File: config.mk
export PLATFORM = sky130hd
export DESIGN_NAME = purs_core
export DESIGN_NICKNAME = d
export VERILOG_FILES = /design/src/hdl/purs_pkg.sv /design/src/hdl/purs_core.sv
export SDC_FILE = /design/constraint.sdc
export NUM_CORES = 1
export LEC_CHECK = 0
export BUFFER_PORTS_ARGS = -buffer_cell sky130_fd_sc_hd__buf_2
export CORE_MARGIN = 2
export CORE_UTILIZATION = 36
export DETAILED_ROUTE_END_ITERATION = 12
export GPL_ROUTABILITY_DRIVEN = 0
export PLACE_DENSITY = 0.59
export SYNTH_ARGS = -nofsm -noshare
export SYNTH_HDL_FRONTEND = slang
export SYNTH_SLANG_ARGS = --single-unit
File: constraint.sdc
create_clock -name clk_sys -period 2.5 [get_ports clk_sys]
set_input_delay 0.375 -clock clk_sys [delete_from_list [all_inputs] [get_ports clk_sys]]
set_output_delay 0.375 -clock clk_sys [all_outputs]
set_load 0.02 [all_outputs]
File: src/hdl/purs_pkg.sv
package purs_pkg;

    // =========================================================================
    // Sizes
    // =========================================================================
    localparam int NUM_CELLS       = 10;
    localparam int SIG_BITS        = 64;
    localparam int SIG_ADDR_BITS   = 6;

    // =========================================================================
    // Timing
    // =========================================================================
    localparam int CLK_PERIOD_PS   = 5000;
    localparam int RESET_TIME_NS   = 1000;
    localparam int RESET_CYCLES    = (RESET_TIME_NS * 1000) / CLK_PERIOD_PS;
    localparam int RESET_CNT_BITS  = 8;

    // =========================================================================
    // Reset values
    // =========================================================================
    localparam logic [9:0]  CELL_RESET = 10'h000;
    localparam logic [63:0] SIG_RESET  = 64'h0000000000000000;

    // =========================================================================
    // Programmer commands
    // =========================================================================
    typedef enum logic [2:0] {
        PURS_CMD_NOP       = 3'h0,
        PURS_CMD_PRELOAD   = 3'h1,
        PURS_CMD_SIG_WRITE = 3'h2,
        PURS_CMD_SIG_READ  = 3'h3,
        PURS_CMD_VERIFY    = 3'h4,
        PURS_CMD_SECURE    = 3'h5
    } purs_cmd_t;

endpackage

File: src/hdl/purs_core.sv
// What this block does
// - Soon after supply crosses power_up_reset_threshold every macrocell register goes low.
// - After clearing each registered output shows the cleared value through its output polarity; combinatorial outputs show low.
// - A preload path forces any single register high or low for test sequencing.
// - Sixty-four bits of user signature stay readable whether secured or not.
// - One security fuse, once set, refuses pattern verify and blocks preload.
// - Setting the fuse takes effect at once, so the programmer sets it last.
// - Each macrocell is registered or combinatorial and active high or active low.
module purs_core #(
    parameter int NUM_CELLS    = purs_pkg::NUM_CELLS,
    parameter int RESET_CYCLES = purs_pkg::RESET_CYCLES
) (
    // Clock and supply-derived reset
    input  wire logic                        clk_sys,
    input  wire logic                        rst,
    // Macrocell configuration and array results
    input  wire logic [NUM_CELLS-1:0]        cfg_registered,
    input  wire logic [NUM_CELLS-1:0]        cfg_active_low,
    input  wire logic [NUM_CELLS-1:0]        array_sum,
    // Programmer port
    input  wire logic [2:0]                  prog_cmd,
    input  wire logic [5:0]                  prog_addr,
    input  wire logic                        prog_data,
    // Outputs
    output logic [NUM_CELLS-1:0]             cell_out,
    output logic [NUM_CELLS-1:0]             cell_q,
    output logic                             reset_active,
    output logic                             secured,
    output logic                             prog_rdata,
    output logic                             prog_rvalid,
    output logic                             prog_refused
);

    // =========================================================================
    // Power-up reset pulse
    // =========================================================================
    logic [purs_pkg::RESET_CNT_BITS-1:0] rcnt_reg;
    logic                                reset_active_next;
    logic                                cnt_done;

    // The count stops at its last value, so the pulse falls once and stays low until rst.
    assign cnt_done          = (rcnt_reg == purs_pkg::RESET_CNT_BITS'(RESET_CYCLES - 1));
    assign reset_active_next = !cnt_done;

    always_ff @(posedge clk_sys) begin
        if (rst) begin
            rcnt_reg     <= '0;
            reset_active <= 1'b1;
        end else begin
            if (!cnt_done) begin
                rcnt_reg <= rcnt_reg + 1'b1;
            end
            reset_active <= reset_active_next;
        end
    end

    // =========================================================================
    // Programmer command decode
    // =========================================================================
    logic cmd_preload;
    logic cmd_sig_wr;
    logic cmd_sig_rd;
    logic cmd_verify;
    logic cmd_secure;
    logic preload_ok;
    logic verify_ok;
    logic cell_sel_ok;
    logic [NUM_CELLS-1:0] sel_mask;
    logic                 cell_pick;

    assign cmd_preload = (prog_cmd == purs_pkg::PURS_CMD_PRELOAD);
    assign cmd_sig_wr  = (prog_cmd == purs_pkg::PURS_CMD_SIG_WRITE);
    assign cmd_sig_rd  = (prog_cmd == purs_pkg::PURS_CMD_SIG_READ);
    assign cmd_verify  = (prog_cmd == purs_pkg::PURS_CMD_VERIFY);
    assign cmd_secure  = (prog_cmd == purs_pkg::PURS_CMD_SECURE);
    assign cell_sel_ok = (int'(prog_addr) < NUM_CELLS);
    assign sel_mask    = cell_sel_ok ? (NUM_CELLS'(1) << prog_addr) : '0;
    // Verify reads the selected cell through the same one-hot mask as preload.
    assign cell_pick   = |(cell_q & sel_mask);
    // Preload and verify are gated by the fuse from the edge after it is set.
    assign preload_ok  = cmd_preload && !secured && cell_sel_ok;
    assign verify_ok   = cmd_verify && !secured && cell_sel_ok;

    // =========================================================================
    // Macrocell registers
    // =========================================================================
    logic [NUM_CELLS-1:0] cell_next;
    logic [NUM_CELLS-1:0] cell_load;

    // A preload overrides normal capture for the selected cell only.
    assign cell_load = preload_ok ? sel_mask : '0;
    assign cell_next = (cell_load & {NUM_CELLS{prog_data}}) | (~cell_load & array_sum);

    always_ff @(posedge clk_sys) begin
        if (rst || reset_active) begin
            cell_q <= '0;
        end else begin
            cell_q <= cell_next;
        end
    end

    // =========================================================================
    // Output polarity and mode
    // =========================================================================
    logic [NUM_CELLS-1:0] out_src;
    logic [NUM_CELLS-1:0] out_next;

    assign out_src  = (cfg_registered & cell_next) | (~cfg_registered & array_sum);
    assign out_next = out_src ^ cfg_active_low;

    always_ff @(posedge clk_sys) begin
        if (rst || reset_active) begin
            cell_out <= cfg_active_low & cfg_registered;
        end else begin
            cell_out <= out_next;
        end
    end

    // =========================================================================
    // Signature memory and security fuse
    // =========================================================================
    // Signature bits stay writable and readable whatever the fuse state.
    logic [purs_pkg::SIG_BITS-1:0] sig_reg;

    always_ff @(posedge clk_sys) begin
        if (rst) begin
            sig_reg      <= purs_pkg::SIG_RESET;
            secured      <= 1'b0;
            prog_rdata   <= 1'b0;
            prog_rvalid  <= 1'b0;
            prog_refused <= 1'b0;
        end else begin
            if (cmd_sig_wr) begin
                sig_reg[prog_addr] <= prog_data;
            end
            if (cmd_secure) begin
                secured <= 1'b1;
            end
            prog_rvalid  <= cmd_sig_rd || verify_ok;
            prog_rdata   <= cmd_sig_rd ? sig_reg[prog_addr] : (verify_ok && cell_pick);
            prog_refused <= (cmd_preload || cmd_verify) && secured;
        end
    end

    // =========================================================================
    // Checks
    // =========================================================================
    // Edges since rst went low, saturating at the pulse length; the pulse length
    // check leans on this count rather than on the counter that makes the pulse.
    logic [purs_pkg::RESET_CNT_BITS-1:0] since_rst_reg;
    logic                                since_sat;

    assign since_sat = (int'(since_rst_reg) >= RESET_CYCLES);

    always_ff @(posedge clk_sys) begin
        if (rst) begin
            since_rst_reg <= '0;
        end else if (!since_sat) begin
            since_rst_reg <= since_rst_reg + 1'b1;
        end
    end

    clear_after_reset_a: assert property (@(posedge clk_sys) disable iff (rst)
        reset_active |=> (cell_q == '0))
        else $error("register not cleared during power-up reset");

    // During the pulse each registered pin shows the cleared register through its polarity, each combinatorial pin low.
    out_polarity_a: assert property (@(posedge clk_sys) disable iff (rst)
        $past(reset_active) |-> (cell_out == ($past(cfg_active_low) & $past(cfg_registered))))
        else $error("output level during reset ignores polarity");

    preload_sets_a: assert property (@(posedge clk_sys) disable iff (rst)
        preload_ok && !reset_active |=>
            ((cell_q & $past(sel_mask)) == ($past(sel_mask) & {NUM_CELLS{$past(prog_data)}})))
        else $error("preload did not force the register");

    sig_write_a: assert property (@(posedge clk_sys) disable iff (rst)
        cmd_sig_wr |=> (sig_reg[$past(prog_addr)] == $past(prog_data)))
        else $error("signature write did not land");

    sig_readable_a: assert property (@(posedge clk_sys) disable iff (rst)
        cmd_sig_rd |=> prog_rvalid && (prog_rdata == $past(sig_reg[prog_addr])))
        else $error("signature read failed");

    secure_blocks_a: assert property (@(posedge clk_sys) disable iff (rst)
        secured && (cmd_verify || cmd_preload) |=> prog_refused && !prog_rvalid)
        else $error("secured device allowed verify or preload");

    unsecured_quiet_a: assert property (@(posedge clk_sys) disable iff (rst)
        !secured |=> !prog_refused)
        else $error("refusal raised while not secured");

    // The fuse has no clear but rst, so it stays set once taken.
    secure_sticky_a: assert property (@(posedge clk_sys) disable iff (rst)
        cmd_secure |=> secured [*8])
        else $error("security fuse did not take effect at once");

    // Registered cells show the new register, combinatorial ones the array sum.
    comb_mode_a: assert property (@(posedge clk_sys) disable iff (rst)
        !reset_active |=> (cell_out == (((cell_q & $past(cfg_registered))
            | ($past(array_sum) & ~$past(cfg_registered))) ^ $past(cfg_active_low))))
        else $error("output mode or polarity wrong");

    // The pulse must stand for exactly RESET_CYCLES edges after rst.
    reset_length_a: assert property (@(posedge clk_sys) disable iff (rst)
        reset_active == (int'(since_rst_reg) < RESET_CYCLES))
        else $error("power-up reset pulse has the wrong length");

    reset_release_a: assert property (@(posedge clk_sys) disable iff (rst)
        $fell(reset_active) |-> (rcnt_reg == purs_pkg::RESET_CNT_BITS'(RESET_CYCLES - 1)))
        else $error("power-up reset released at the wrong count");

    // Scenarios worth seeing: preload, refusal, secured read, release, combinatorial output.
    preload_c: cover property (@(posedge clk_sys) disable iff (rst) preload_ok && !reset_active);
    refused_c: cover property (@(posedge clk_sys) disable iff (rst) prog_refused);
    sig_read_c: cover property (@(posedge clk_sys) disable iff (rst) secured && cmd_sig_rd);
    release_c: cover property (@(posedge clk_sys) disable iff (rst) $fell(reset_active));
    comb_out_c: cover property (@(posedge clk_sys) disable iff (rst)
        !reset_active && (cfg_registered != '1));

endmodule

==> results of run 1 <==
path summary, 6_finish.rpt:
path,startpoint,endpoint,slack [ps]
max reg2reg,secured,cell_out[3],450
min,cfg_active_low[5],cell_out[5],230
max,secured,cell_out[3],450
min reg2reg,sig_reg[18],sig_reg[18],450
stage by stage:
step,setup WS (ps),hold WS (ps),total power [mW],instances
floorplan,516.5,433.1,1.781,567
global placement,335.1,440.7,1.889,794
detailed placement,239.5,447.9,1.895,794
CTS,439.1,223.9,3.241,810
global route,275.3,237.0,3.344,810
finish,445.9,232.1,3.209,810
kinds of logic after synthesis:
family | after synthesis | share of synthesized area
AOI/OAI and AO/OA | 61 | 0.07650
muxes | 95 | 0.2285
and+or+nand+nor | 259 | 0.2452
adders and majority gates | 1 | 0.002533
xor gates and xnor gates | 9 | 0.01596
buffers and inverters | 45 | 0.03824
DFF | 97 | 0.3931
layout by cell type, fill, tap and decap left out, types with 2 or more instances in the layout:
master                      instances
sky130_fd_sc_hd__nand2b_1           6
sky130_fd_sc_hd__and3b_1            2
sky130_fd_sc_hd__a31oi_1            7
sky130_fd_sc_hd__o21ai_0           12
sky130_fd_sc_hd__nor3_2             2
sky130_fd_sc_hd__clkbuf_16          9
sky130_fd_sc_hd__a22oi_1            2
sky130_fd_sc_hd__and3_1             5
sky130_fd_sc_hd__clkbuf_8           4
sky130_fd_sc_hd__nor3_1             8
sky130_fd_sc_hd__nor4_1             2
sky130_fd_sc_hd__mux2i_1           70
sky130_fd_sc_hd__o22ai_1            3
sky130_fd_sc_hd__a31o_1             2
sky130_fd_sc_hd__nor2b_1            3
sky130_fd_sc_hd__xnor2_1            2
sky130_fd_sc_hd__nand2_1           92
sky130_fd_sc_hd__o211ai_1           4
sky130_fd_sc_hd__a21oi_1           19
sky130_fd_sc_hd__buf_4             26
sky130_fd_sc_hd__nor2_1            86
sky130_fd_sc_hd__nor4_2             4
sky130_fd_sc_hd__nand4_1            2
sky130_fd_sc_hd__mux4_2            13
sky130_fd_sc_hd__clkbuf_1           2
sky130_fd_sc_hd__nor3b_1            5
sky130_fd_sc_hd__a21boi_1           2
sky130_fd_sc_hd__nand3_1           26
sky130_fd_sc_hd__o2bb2ai_1          2
sky130_fd_sc_hd__buf_2             66
sky130_fd_sc_hd__a211oi_1           3
sky130_fd_sc_hd__or3_1              6
sky130_fd_sc_hd__mux2_2            11
sky130_fd_sc_hd__dfxtp_1           97
sky130_fd_sc_hd__xor2_1             7
sky130_fd_sc_hd__inv_1              3
final cells by class:
cell class | count | area, sq um | share of cell area
clock buffer | 15 | 287.8 | 0.04942
sequential | 97 | 1942 | 0.3335
clock inverter | 1 | 7.507 | 0.001289
tap | 176 | 220.2 | 0.03782
timing repair buffer | 93 | 545.5 | 0.09368
multi-input combinational | 425 | 2809 | 0.4824
inverter | 3 | 11.26 | 0.001934
metal layers:
metal	track usage	share of wire	routed length (um)
met5	0	0	0
met4	0.05675	0.010	134
met3	0.03477	0.061	788
met2	0.2925	0.46	5926
met1	0.2421	0.47	6084
worst reg2reg max path, cell delays in order (launching register included):
cell	delay (ps)
sky130_fd_sc_hd__dfxtp_1	360
sky130_fd_sc_hd__or4_4	610
sky130_fd_sc_hd__nor4_2	450
sky130_fd_sc_hd__mux2i_1	290
sky130_fd_sc_hd__o21ai_0	110
sky130_fd_sc_hd__a31oi_1	170
where the power goes:
| group | internal [mW] | switching [mW] | total, mW |
|---|---|---|---|
| sequential | 1.56 | 0.00979 | 1.57 |
| clock | 0.785 | 0.561 | 1.35 |
| combinational | 0.103 | 0.189 | 0.291 |
==> summary.txt, run 1 <==
STA
  – Total count of max-transition violations in the final report: 0
  – Final period demand of the worst path: 2054 ps
  – Worst slew margin relative to its limit: 0.4418
  – Number of hold violations in the final report: 0
  – Clock Skew: between 4 and 5 ps
  – Fmax: 0.4868 GHz
  – Sum of negative setup slack: 0 ps
  – Slew of the pin with the lowest slew margin: ~840 ps
  – Final clock period utilization by the worst path: 0.8216
  – Final setup violation count: 0
  – Unrepaired setup endpoints after global routing: no

Setup path
  – Largest fanout of any net on the critical path: 5
  – Critical path start-end classification: reg2reg
  – R2R depth: 5
  – Crit end category: flop
  – Instance count on the critical path: 5
  – Cells traversed along the worst timing path: or4_4 > nor4_2 > mux2i_1 > o21ai_0 > a31oi_1
  – Family with the most delay on the worst path: simple AND/OR/NAND/NOR gates
  – Worst path arrival time: 2320 ps
  – Number of buffer and inverter stages on the critical path: 0
  – Max stage delay cell, worst path: sky130_fd_sc_hd__or4_4
  – Crit path largest cell delay: between 600 and 700 ps
  – Critical Path RT: 2770 ps
  – Kind of launch point of the worst setup path: flop

Synthesis
  – Most common flop cell mapped by yosys: sky130_fd_sc_hd__dfxtp_1
  – Number of distinct standard cells referenced by the synthesized netlist: 52
  – Syn Std Cell Area: 4940 sq um
  – Post-synth ARST share: 0
  – Post-Syn Nets: 610
  – Top-count cell post-synth: sky130_fd_sc_hd__dfxtp_1
  – Count of yosys warnings during synthesis: 0
  – Biggest area contributors in the synthesized netlist: sky130_fd_sc_hd__dfxtp_1 39%, sky130_fd_sc_hd__mux2i_1 14%, sky130_fd_sc_hd__nand2_1 7.0%
  – Leading post-synthesis cells by instance count: 97 x sky130_fd_sc_hd__dfxtp_1, 92 x sky130_fd_sc_hd__nand2_1, 86 x sky130_fd_sc_hd__nor2_1
  – Number of enable flip-flop cells after synthesis: 0
  – Number of instances in the synthesized netlist: 567
  – Post-synthesis register bit count: between 90 and 100
  – Proportion of netlist area held by the largest area contributor: 0.3931
  – Post-synth top area cell: sky130_fd_sc_hd__dfxtp_1
  – Mean cell area of the mapped netlist: 8.712 sq um
  – Sequential area share after synthesis: 0.3931

Detailed routing
  – Detailed-route DRC error count: 0
  – Number of vias per cell after detailed routing: approximately 5.3
  – DR iter-0 viols: between 200 and 300
  – Number of detailed-route iterations in the first pass: 5
  – Final ANT Viol Nets: 0
  – Final wirelength: 12.93 mm
  – Mean routed wirelength per cell: ~16 um
  – Count of vias placed by the detailed router: between 4000 and 5000

CTS
  – CTS clk-pin slew, worst paths: 70 ps
  – Total of hold buffers inserted after clock tree synthesis: 0
  – Number of levels the H-tree was split into: 3
  – Maximum count of clock buffers along a single path: 2
  – Clock root buffer: sky130_fd_sc_hd__clkbuf_16
  – Total of cells resized after clock tree synthesis: 0
  – Clock tree from TritonCTS: yes
  – Clock latency on the worst-skew pair: 340 ps
  – Number of CTS-inserted buffers: 9
  – Post-CTS repair timing setup buffer count: 0
  – Clock Sink Count: 97

Global routing
  – Via count of the first global-routing pass: 4101
  – Global-route wire length before repair: 21.03 mm
  – Overflow after GRT: 0
  – Maximum number of pins on one net before global-route repair: 47
  – Number of antenna violations at the first check in global routing: 0
  – Overall routing resource usage: 0.1802

Worst hold path
  – Hold Crit Depth: 2
  – Class of the most critical hold timing path: in2reg

Place
  – Placed wire-length estimate: 9.068 mm
  – Placement Cell Area: 5528 sq um
  – Port Buffers: 66

Layout
  – # nets final: roughly 670
  – Final Cell Area: 5823 sq um
  – Fraction of final layout cells with drive strength greater than 1: 0.2224
  – Flip-flop count of the largest register after layout: 64
  – Final core utilization: 0.4363
  – Layout fillers: 1331
  – Antenna Cells: 0
  – Area added between synthesis and finish: 17.88%

Die
  – # IOs: 67
  – Effective utilization at floorplan: 0.3701
  – Vertical die dimension: 121.1 um
  – Die area: 14670 sq um
  – Die X: 121.1 um
  – Area of the core: 13350 sq um
  – Core Rows: 42

Power and ir drop
  – Cell area power density: about 550 nW/um^2
  – Leak pwr: between 2 and 3 nW
  – Worst-case vdd ir drop: about 0.31 mV

Run
  – Number of maximum-capacitance constraint violations: 0

Outcome
  – Status: finished clean
Power figures use the tool's default switching activity.
==> run 2: changes to the inputs <==
- ABC_AREA: not set -> 1
- clock period: 2.5 -> 2.1 ns (I/O delays scaled with it)
==> summary.txt, run 2 <==
Power and ir drop
  – Cell area power density: 688.8 nW/um^2 (was 551.0 nW/um^2)
  – Total Power: 4.045 mW (was 3.209 mW)
  – Worst-case vdd ir drop: 0.3715 mV (was 0.3102 mV)
  – Leak pwr: 2.376 nW (was 2.561 nW)

STA
  – Fmax: 0.6834 GHz
  – Worst hold slack across all endpoints: 141.1 ps (was 232.1 ps)
  – Worst slew margin relative to its limit: 0.4902 (was 0.4418)
  – Number of hold violations in the final report: 0 (unchanged)
  – Sum of negative setup slack: 0 ps (unchanged)
  – Crit path setup slack, layout: 636.7 ps (was 445.9 ps)
  – Slew of the pin with the lowest slew margin: 761.9 ps (was 837.4 ps)
  – Final clock period utilization by the worst path: 0.6968
  – Unrepaired setup endpoints after global routing: no (unchanged)
  – Clock Skew: 7.572 ps (was 4.732 ps)
  – Final period demand of the worst path: 1463 ps
  – Final setup violation count: 0 (unchanged)
  – Total count of max-transition violations in the final report: 0 (unchanged)

Setup path
  – Launch point of the worst path: prog_addr[1] (was secured)
  – R2R depth: 8 (was 5)
  – Worst reg2reg setup slack: 720 ps (was 450 ps)
  – Critical Path RT: 2360 ps (was 2770 ps)
  – Endpoint of the lowest-slack register-to-register path: cell_out[0] (was cell_out[3])
  – Critical path start-end classification: in2reg (was reg2reg)
  – Crit Reg-Reg Startpoint: secured (unchanged)
  – Kind of launch point of the worst setup path: input pin (was flop)
  – Worst path arrival time: 1720 ps (was 2320 ps)
  – CP endpoint: prog_rdata (was cell_out[3])
  – Largest fanout of any net on the critical path: 10 (was 5)
  – Crit end category: flop (unchanged)

Synthesis
  – Simple-Gate Fraction of Synth Area: 0.3112 (was 0.2452)
  – Post-Syn Nets: 794 (was 610)
  – Most common flop cell mapped by yosys: sky130_fd_sc_hd__dfxtp_1 (unchanged)
  – Proportion of netlist area held by the largest area contributor: 0.3914 (was 0.3931)
  – Post-synthesis adder-cell area fraction: 0.002522 (was 0.002533)
  – Biggest area contributors in the synthesized netlist: sky130_fd_sc_hd__dfxtp_1 39%, sky130_fd_sc_hd__nand2_1 12%, sky130_fd_sc_hd__a21oi_1 8.0% (was sky130_fd_sc_hd__dfxtp_1 39%, sky130_fd_sc_hd__mux2i_1 14%, sky130_fd_sc_hd__nand2_1 7.0%)
  – Leading post-synthesis cells by instance count: 153 x sky130_fd_sc_hd__nand2_1, 97 x sky130_fd_sc_hd__dfxtp_1, 81 x sky130_fd_sc_hd__inv_1 (was 97 x sky130_fd_sc_hd__dfxtp_1, 92 x sky130_fd_sc_hd__nand2_1, 86 x sky130_fd_sc_hd__nor2_1)
  – Post-synthesis register bit count: 97 (unchanged)
  – Combinational family with the most area after synthesis: simple AND/OR/NAND/NOR gates (unchanged)
  – Number of distinct standard cells referenced by the synthesized netlist: 31 (was 52)
  – Number of instances in the synthesized netlist: 751 (was 567)
  – Multiplexer area fraction after synthesis: 0 (was 0.2285)
  – Post-synth top area cell: sky130_fd_sc_hd__dfxtp_1 (unchanged)
  – Post-synth ARST share: 0 (unchanged)
  – Number of enable flip-flop cells after synthesis: 0 (unchanged)
  – Xor/xnor cell area share of the yosys netlist: 0.007062 (was 0.01596)
  – Count of yosys warnings during synthesis: 0 (unchanged)
  – Mean cell area of the mapped netlist: 6.606 sq um (was 8.712 sq um)
  – Compound-Gate Fraction of Synth Area: 0.1864 (was 0.07649)
  – Syn Std Cell Area: 4961 sq um (was 4940 sq um)
  – Sequential area share after synthesis: 0.3914 (was 0.3931)
  – Top-count cell post-synth: sky130_fd_sc_hd__nand2_1 (was sky130_fd_sc_hd__dfxtp_1)

Layout
  – Final instance count without filler cells: 1003 (was 810)
  – Area added between synthesis and finish: 18.36% (was 17.88%)
  – Flip-flop count of the largest register after layout: 64 (unchanged)
  – Antenna Cells: 0 (unchanged)
  – Fraction of final layout cells with drive strength greater than 1: 0.1620 (was 0.2224)
  – Most common cell after layout, fill and taps aside: sky130_fd_sc_hd__nand2_1 (was sky130_fd_sc_hd__dfxtp_1)
  – Final core utilization: 0.4399 (was 0.4363)
  – Final Cell Area: 5872 sq um (was 5823 sq um)
  – # nets final: 865 (was 672)
  – Highest-count cells in the layout ignoring fill and taps: 153 x sky130_fd_sc_hd__nand2_1, 97 x sky130_fd_sc_hd__dfxtp_1, 81 x sky130_fd_sc_hd__inv_1 (was 97 x sky130_fd_sc_hd__dfxtp_1, 92 x sky130_fd_sc_hd__nand2_1, 86 x sky130_fd_sc_hd__nor2_1)

Die
  – Die area: 14740 sq um (was 14670 sq um)
  – Core Rows: 42 (unchanged)
  – Die X: 121.4 um (was 121.1 um)
  – # IOs: 67 (unchanged)
  – Effective utilization at floorplan: 0.3717 (was 0.3701)
  – Vertical die dimension: 121.4 um (was 121.1 um)
  – Area of the core: 13350 sq um (unchanged)

Detailed routing
  – DR iter-0 viols: 344 (was 282)
  – Mean routed wirelength per cell: 14.15 um (was 15.97 um)
  – Final wirelength: 14.19 mm (was 12.93 mm)
  – Detailed-route DRC error count: 0 (unchanged)
  – Number of detailed-route iterations in the first pass: 6 (was 5)
  – Number of vias per cell after detailed routing: 5.023 (was 5.327)
  – Final ANT Viol Nets: 0 (unchanged)
  – Count of vias placed by the detailed router: 5038 (was 4315)

CTS
  – Maximum count of clock buffers along a single path: 2 (unchanged)
  – Clock tree from TritonCTS: yes (unchanged)
  – Number of CTS-inserted buffers: 9 (unchanged)
  – Clock root buffer: sky130_fd_sc_hd__clkbuf_16 (unchanged)
  – Total of hold buffers inserted after clock tree synthesis: 0 (unchanged)
  – Total of cells resized after clock tree synthesis: 0 (unchanged)
  – Number of levels the H-tree was split into: 3 (unchanged)
  – Post-CTS repair timing setup buffer count: 0 (unchanged)
  – CTS clk-pin slew, worst paths: 70 ps (about the same)
  – Clock Sink Count: 97 (unchanged)
  – Clock latency on the worst-skew pair: 360 ps (was 340 ps)

Place
  – Placement Cell Area: 5574 sq um (was 5528 sq um)
  – Port Buffers: 66 (unchanged)
  – Placed wire-length estimate: 10.14 mm (was 9.068 mm)
  – Placed cell count: 987 (was 794)
  – Worst slack at placement: 277.8 ps (was 239.5 ps)

Global routing
  – Overflow after GRT: 0 (unchanged)
  – Maximum number of pins on one net before global-route repair: 36 (was 47)
  – Via count of the first global-routing pass: 4653 (was 4101)
  – Number of antenna violations at the first check in global routing: 0 (unchanged)
  – Global-route wire length before repair: 23.48 mm (was 21.03 mm)
  – Overall routing resource usage: 0.2006 (was 0.1802)

Worst hold path
  – Class of the most critical hold timing path: in2reg (unchanged)

Outcome
  – Status: finished clean (unchanged)

Run
  – Number of maximum-capacitance constraint violations: 0 (unchanged)
==> run 2: cell types whose count changed in the layout (fill, tap and decap cells not counted), sizes merged, moves of 7 or more <==
cell	change
nor3	+32
mux2	-12
mux2i	-70
nand3	+52
a21oi	+61
inv	+88
o21a	+9
nor2	-20
a31oi	-7
mux4	-13
nand2	+63
o21ai	+65
==> run 2: routing by layer <==
metal / wire (um) / track usage / part of all wire / vias up
met5: 0 / 0 / 0 / -
li1: - / - / - / 2620
met1: 7060 / 0.2835 / 0.50 / 2284
met4: 221 / 0.07974 / 0.016 / 0
met2: 6318 / 0.3104 / 0.45 / 122
met3: 587 / 0.02444 / 0.041 / 12
==> run 2: worst min-delay path by stage <==
stage	slack, ps	cells after the start	to	start
global placement	440	2	sig_reg[47]	sig_reg[47]
floorplan	410	1	cell_out[0]	cfg_active_low[0]
finish	140	2	cell_out[3]	cfg_active_low[3]
global route	150	2	cell_out[4]	cfg_active_low[4]
CTS	130	2	cell_out[3]	cfg_active_low[3]
detailed placement	440	2	sig_reg[2]	sig_reg[2]
==> run 2: kinds of logic (layout without fill, tap and decap cells) <==
group,count (synthesis),count (layout)
buffers and inverters,124,200
flip-flops,97,97
adder cells (fa/ha/maj),1,1
AND/OR/NAND/NOR,350,350
AO/OA/AOI/OAI,175,175
XOR/XNOR,4,4
==> run 2: power by group <==
part	total (mW)	switching [mW]	leakage (nW)	internal [mW]
combinational	0.462	0.307	1.45	0.155
clock	1.69	0.737	0.142	0.953
sequential	1.89	0.0184	0.786	1.87
total	4.04	1.06	2.38	2.98
==> run 2: final cells by class <==
| type | count | area [sq um] |
|---|---|---|
| Timing Repair Buffer | 92 | 550.5 |
| Tap cell | 176 | 220.2 |
| Inverter | 92 | 345.3 |
| Clock inverter | 5 | 55.05 |
| Multi-Input combinational cell | 530 | 2516 |
| Sequential cell | 97 | 1942 |
| Fill cell | 1444 | 7476 |
| Clock buffer | 11 | 242.7 |
==> run 2: critical path: stages <==
cell and delay [ps]:
sky130_fd_sc_hd__buf_2 140, sky130_fd_sc_hd__nand2_1 120, sky130_fd_sc_hd__clkinv_1 330, sky130_fd_sc_hd__nand3_1 170, sky130_fd_sc_hd__nand2_1 50, sky130_fd_sc_hd__o21ai_0 150, sky130_fd_sc_hd__nand2_1 80, sky130_fd_sc_hd__nor2_1 140
sky130_fd_sc_hd__nand3_1 120, sky130_fd_sc_hd__nand2_1 80, sky130_fd_sc_hd__inv_1 30
==> run 3: changes to the inputs <==
- ABC_AREA: 1 -> 0
- PLACE_DENSITY: 0.59 -> 0.61
- clock period: 2.1 -> 1.2 ns (I/O delays scaled with it)
==> summary.txt, run 3 (synthesized netlist as in run 1, its figures left out) <==
Global routing
  – Number of antenna violations at the first check in global routing: 0 (unchanged)
  – Overall routing resource usage: 0.1961 (was 0.2006)
  – Overflow after GRT: 0 (unchanged)
  – Via count of the first global-routing pass: 4338 (was 4653)
  – Global-route wire length before repair: 22.43 mm (was 23.48 mm)
  – Maximum number of pins on one net before global-route repair: 56 (was 36)

Detailed routing
  – Mean routed wirelength per cell: 16.11 um (was 14.15 um)
  – Number of detailed-route iterations in the first pass: 5 (was 6)
  – Count of vias placed by the detailed router: 4572 (was 5038)
  – Detailed-route DRC error count: 0 (unchanged)
  – Final wirelength: 14.25 mm (was 14.19 mm)
  – DR iter-0 viols: 323 (was 344)
  – Number of vias per cell after detailed routing: 5.172 (was 5.023)
  – Final ANT Viol Nets: 0 (unchanged)

CTS
  – Total of hold buffers inserted after clock tree synthesis: 0 (unchanged)
  – Clock Sink Count: 97 (unchanged)
  – Maximum count of clock buffers along a single path: 2 (unchanged)
  – Clock tree from TritonCTS: yes (unchanged)
  – Number of CTS-inserted buffers: 9 (unchanged)
  – CTS clk-pin slew, worst paths: 70 ps (about the same)
  – Clock latency on the worst-skew pair: 340 ps (was 360 ps)
  – Number of levels the H-tree was split into: 3 (unchanged)
  – Clock root buffer: sky130_fd_sc_hd__clkbuf_16 (unchanged)

Outcome
  – Status: finished, violations left (was finished clean)
  – Failing checks: negative setup slack

Layout
  – Sequential Area: 1958 sq um (was 1942 sq um)
  – Area of combinational cells with multiple inputs: 3234 sq um (was 2516 sq um)
  – Area added between synthesis and finish: 43.74% (was 18.36%)
  – Highest-count cells in the layout ignoring fill and taps: 90 x sky130_fd_sc_hd__dfxtp_1, 74 x sky130_fd_sc_hd__nor2_1, 70 x sky130_fd_sc_hd__mux2i_1 (was 153 x sky130_fd_sc_hd__nand2_1, 97 x sky130_fd_sc_hd__dfxtp_1, 81 x sky130_fd_sc_hd__inv_1)
  – Final core utilization: 0.5320 (was 0.4399)
  – # nets final: 746 (was 865)
  – Flip-flop count of the largest register after layout: 64 (unchanged)
  – Most common cell after layout, fill and taps aside: sky130_fd_sc_hd__dfxtp_1 (was sky130_fd_sc_hd__nand2_1)
  – Antenna Cells: 0 (unchanged)
  – Layout fillers: 1195 (was 1444)
  – Fraction of final layout cells with drive strength greater than 1: 0.4167 (was 0.1620)

STA
  – Slew of the pin with the lowest slew margin: 578.7 ps (was 761.9 ps)
  – Crit path setup slack, layout: -533.6 ps (was 636.7 ps)
  – Number of hold violations in the final report: 0 (unchanged)
  – Final setup violation count: 34 (was 0)
  – Unrepaired setup endpoints after global routing: yes (was no)
  – Total count of max-transition violations in the final report: 0 (unchanged)
  – Clock Skew: 4.938 ps (was 7.572 ps)
  – Worst slew margin relative to its limit: 0.6142 (was 0.4902)
  – Final clock period utilization by the worst path: 1.445
  – Fmax: 0.5769 GHz
  – Final period demand of the worst path: between 1500 and 2000 ps

Die
  – Area of the core: 13350 sq um (unchanged)
  – Vertical die dimension: 121.1 um (was 121.4 um)
  – Effective utilization at floorplan: 0.3701 (was 0.3717)
  – Die area: 14670 sq um (was 14740 sq um)
  – # IOs: 67 (unchanged)
  – Die X: 121.1 um (was 121.4 um)
  – Core Rows: 42 (unchanged)

Power and ir drop
  – Worst-case vdd ir drop: 0.6576 mV (was 0.3715 mV)
  – Total Power: 7.009 mW (was 4.045 mW)
  – Leak pwr: 3.121 nW (was 2.376 nW)
  – Cell area power density: 987.1 nW/um^2 (was 688.8 nW/um^2)

Setup path
  – Worst path arrival time: 1970 ps (was 1720 ps)
  – Cells traversed along the worst timing path: or4_4 > nor4_4 > nand2_1 > mux2_4 > a21oi_2 > a31oi_1 (was buf_2 > nand2_1 > clkinv_1 > nand3_1 > nand2_1 > o21ai_0 > nand2_1 > nor2_1 > nand3_1 > nand2_1 > inv_1)
  – Max stage delay cell, worst path: sky130_fd_sc_hd__or4_4 (was sky130_fd_sc_hd__clkinv_1)
  – Largest fanout of any net on the critical path: 4 (was 10)
  – Critical path start-end classification: reg2reg (was in2reg)
  – Crit path largest cell delay: 490 ps (was 330 ps)
  – Kind of launch point of the worst setup path: flop (was input pin)
  – Critical Path RT: 1430 ps (was 2360 ps)
  – Crit end category: flop (unchanged)

Run
  – Number of maximum-capacitance constraint violations: 0 (unchanged)

Worst hold path
  – Class of the most critical hold timing path: in2reg (unchanged)

Place
  – Port Buffers: 66 (unchanged)
  – Worst slack at placement: -813.3 ps (was 277.8 ps)
  – Placed wire-length estimate: 9.759 mm (was 10.14 mm)
## run 3: cell count changes in the layout (fill, tap and decap cells not counted), moves of 19 or more
cell | before | now
sky130_fd_sc_hd__nand2_2 | 2 | 31
sky130_fd_sc_hd__buf_4 | 24 | 63
sky130_fd_sc_hd__nand3_1 | 77 | 22
sky130_fd_sc_hd__buf_6 | 0 | 26
sky130_fd_sc_hd__o21ai_0 | 53 | 6
sky130_fd_sc_hd__mux2i_1 | 0 | 70
sky130_fd_sc_hd__nand2_1 | 153 | 60
sky130_fd_sc_hd__a21oi_1 | 79 | 14
sky130_fd_sc_hd__o21ai_1 | 24 | 5
sky130_fd_sc_hd__nor3_1 | 35 | 4
sky130_fd_sc_hd__inv_1 | 81 | 3
## run 3: metrics by stage
| step | instances | instance area, sq um | hold slack (ps) | setup TNS (ps) |
|---|---|---|---|---|
| 2_1_floorplan | 567 | 5215 | 258.4 | -14730 |
| 3_3_place_gp | 844 | 6271 | 387.6 | -37420 |
| 3_5_place_dp | 844 | 6271 | 393.7 | -39270 |
| 4_1_cts | 875 | 6820 | 22.48 | -8793 |
| 5_1_grt | 884 | 7101 | 25.42 | -13270 |
| 6_report | 884 | 7101 | 35.97 | -9222 |
## run 3: final cells by class
type / instances / share of cell area
clock buffers: 13 / 0.03824
well taps: 176 / 0.03101
multi-input cells: 425 / 0.4555
flip-flops and latches: 97 / 0.2758
repair buffers: 167 / 0.1949
inverters: 3 / 0.001586
clock inverters: 3 / 0.002996
## run 3: final timing paths
check	from	endpoint	slack [ps]	cells past startpoint
setup / recovery	secured	cell_out[7]	-530	6
hold / removal	cfg_active_low[5]	cell_out[5]	40	2
setup reg to reg	secured	cell_out[7]	-530	6
hold reg to reg	sig_reg[32]	sig_reg[32]	460	2
## run 3: per-layer routing
metal  track usage  vias to the layer above  part of all wire
met5             0                        -                 0
met1        0.2610                     2187              0.46
met3       0.04699                       11             0.063
met2        0.3209                      125              0.47
li1              -                     2249                 -
met4       0.04813                        0            0.0095
## run 3: where the power goes
part,internal [mW],switching (mW)
combinational,0.411,0.507
sequential,3.25,0.0175
clock,1.59,1.23
total,5.26,1.75
## run 3: worst max-delay path, delay by kind of cell, from the launching register on
kind / cells / cell delay [ps]
AND/OR/NAND/NOR: 3 / 810
flip-flops: 1 / 350
multiplexers: 1 / 310
AO/OA/AOI/OAI: 2 / 150
## run 3: what timing repair did
action,4_1_cts,5_1_grt
pin swaps,28,13
setup buffers,16,10
resized for setup,38,59
endpoints found under the setup margin,73,90
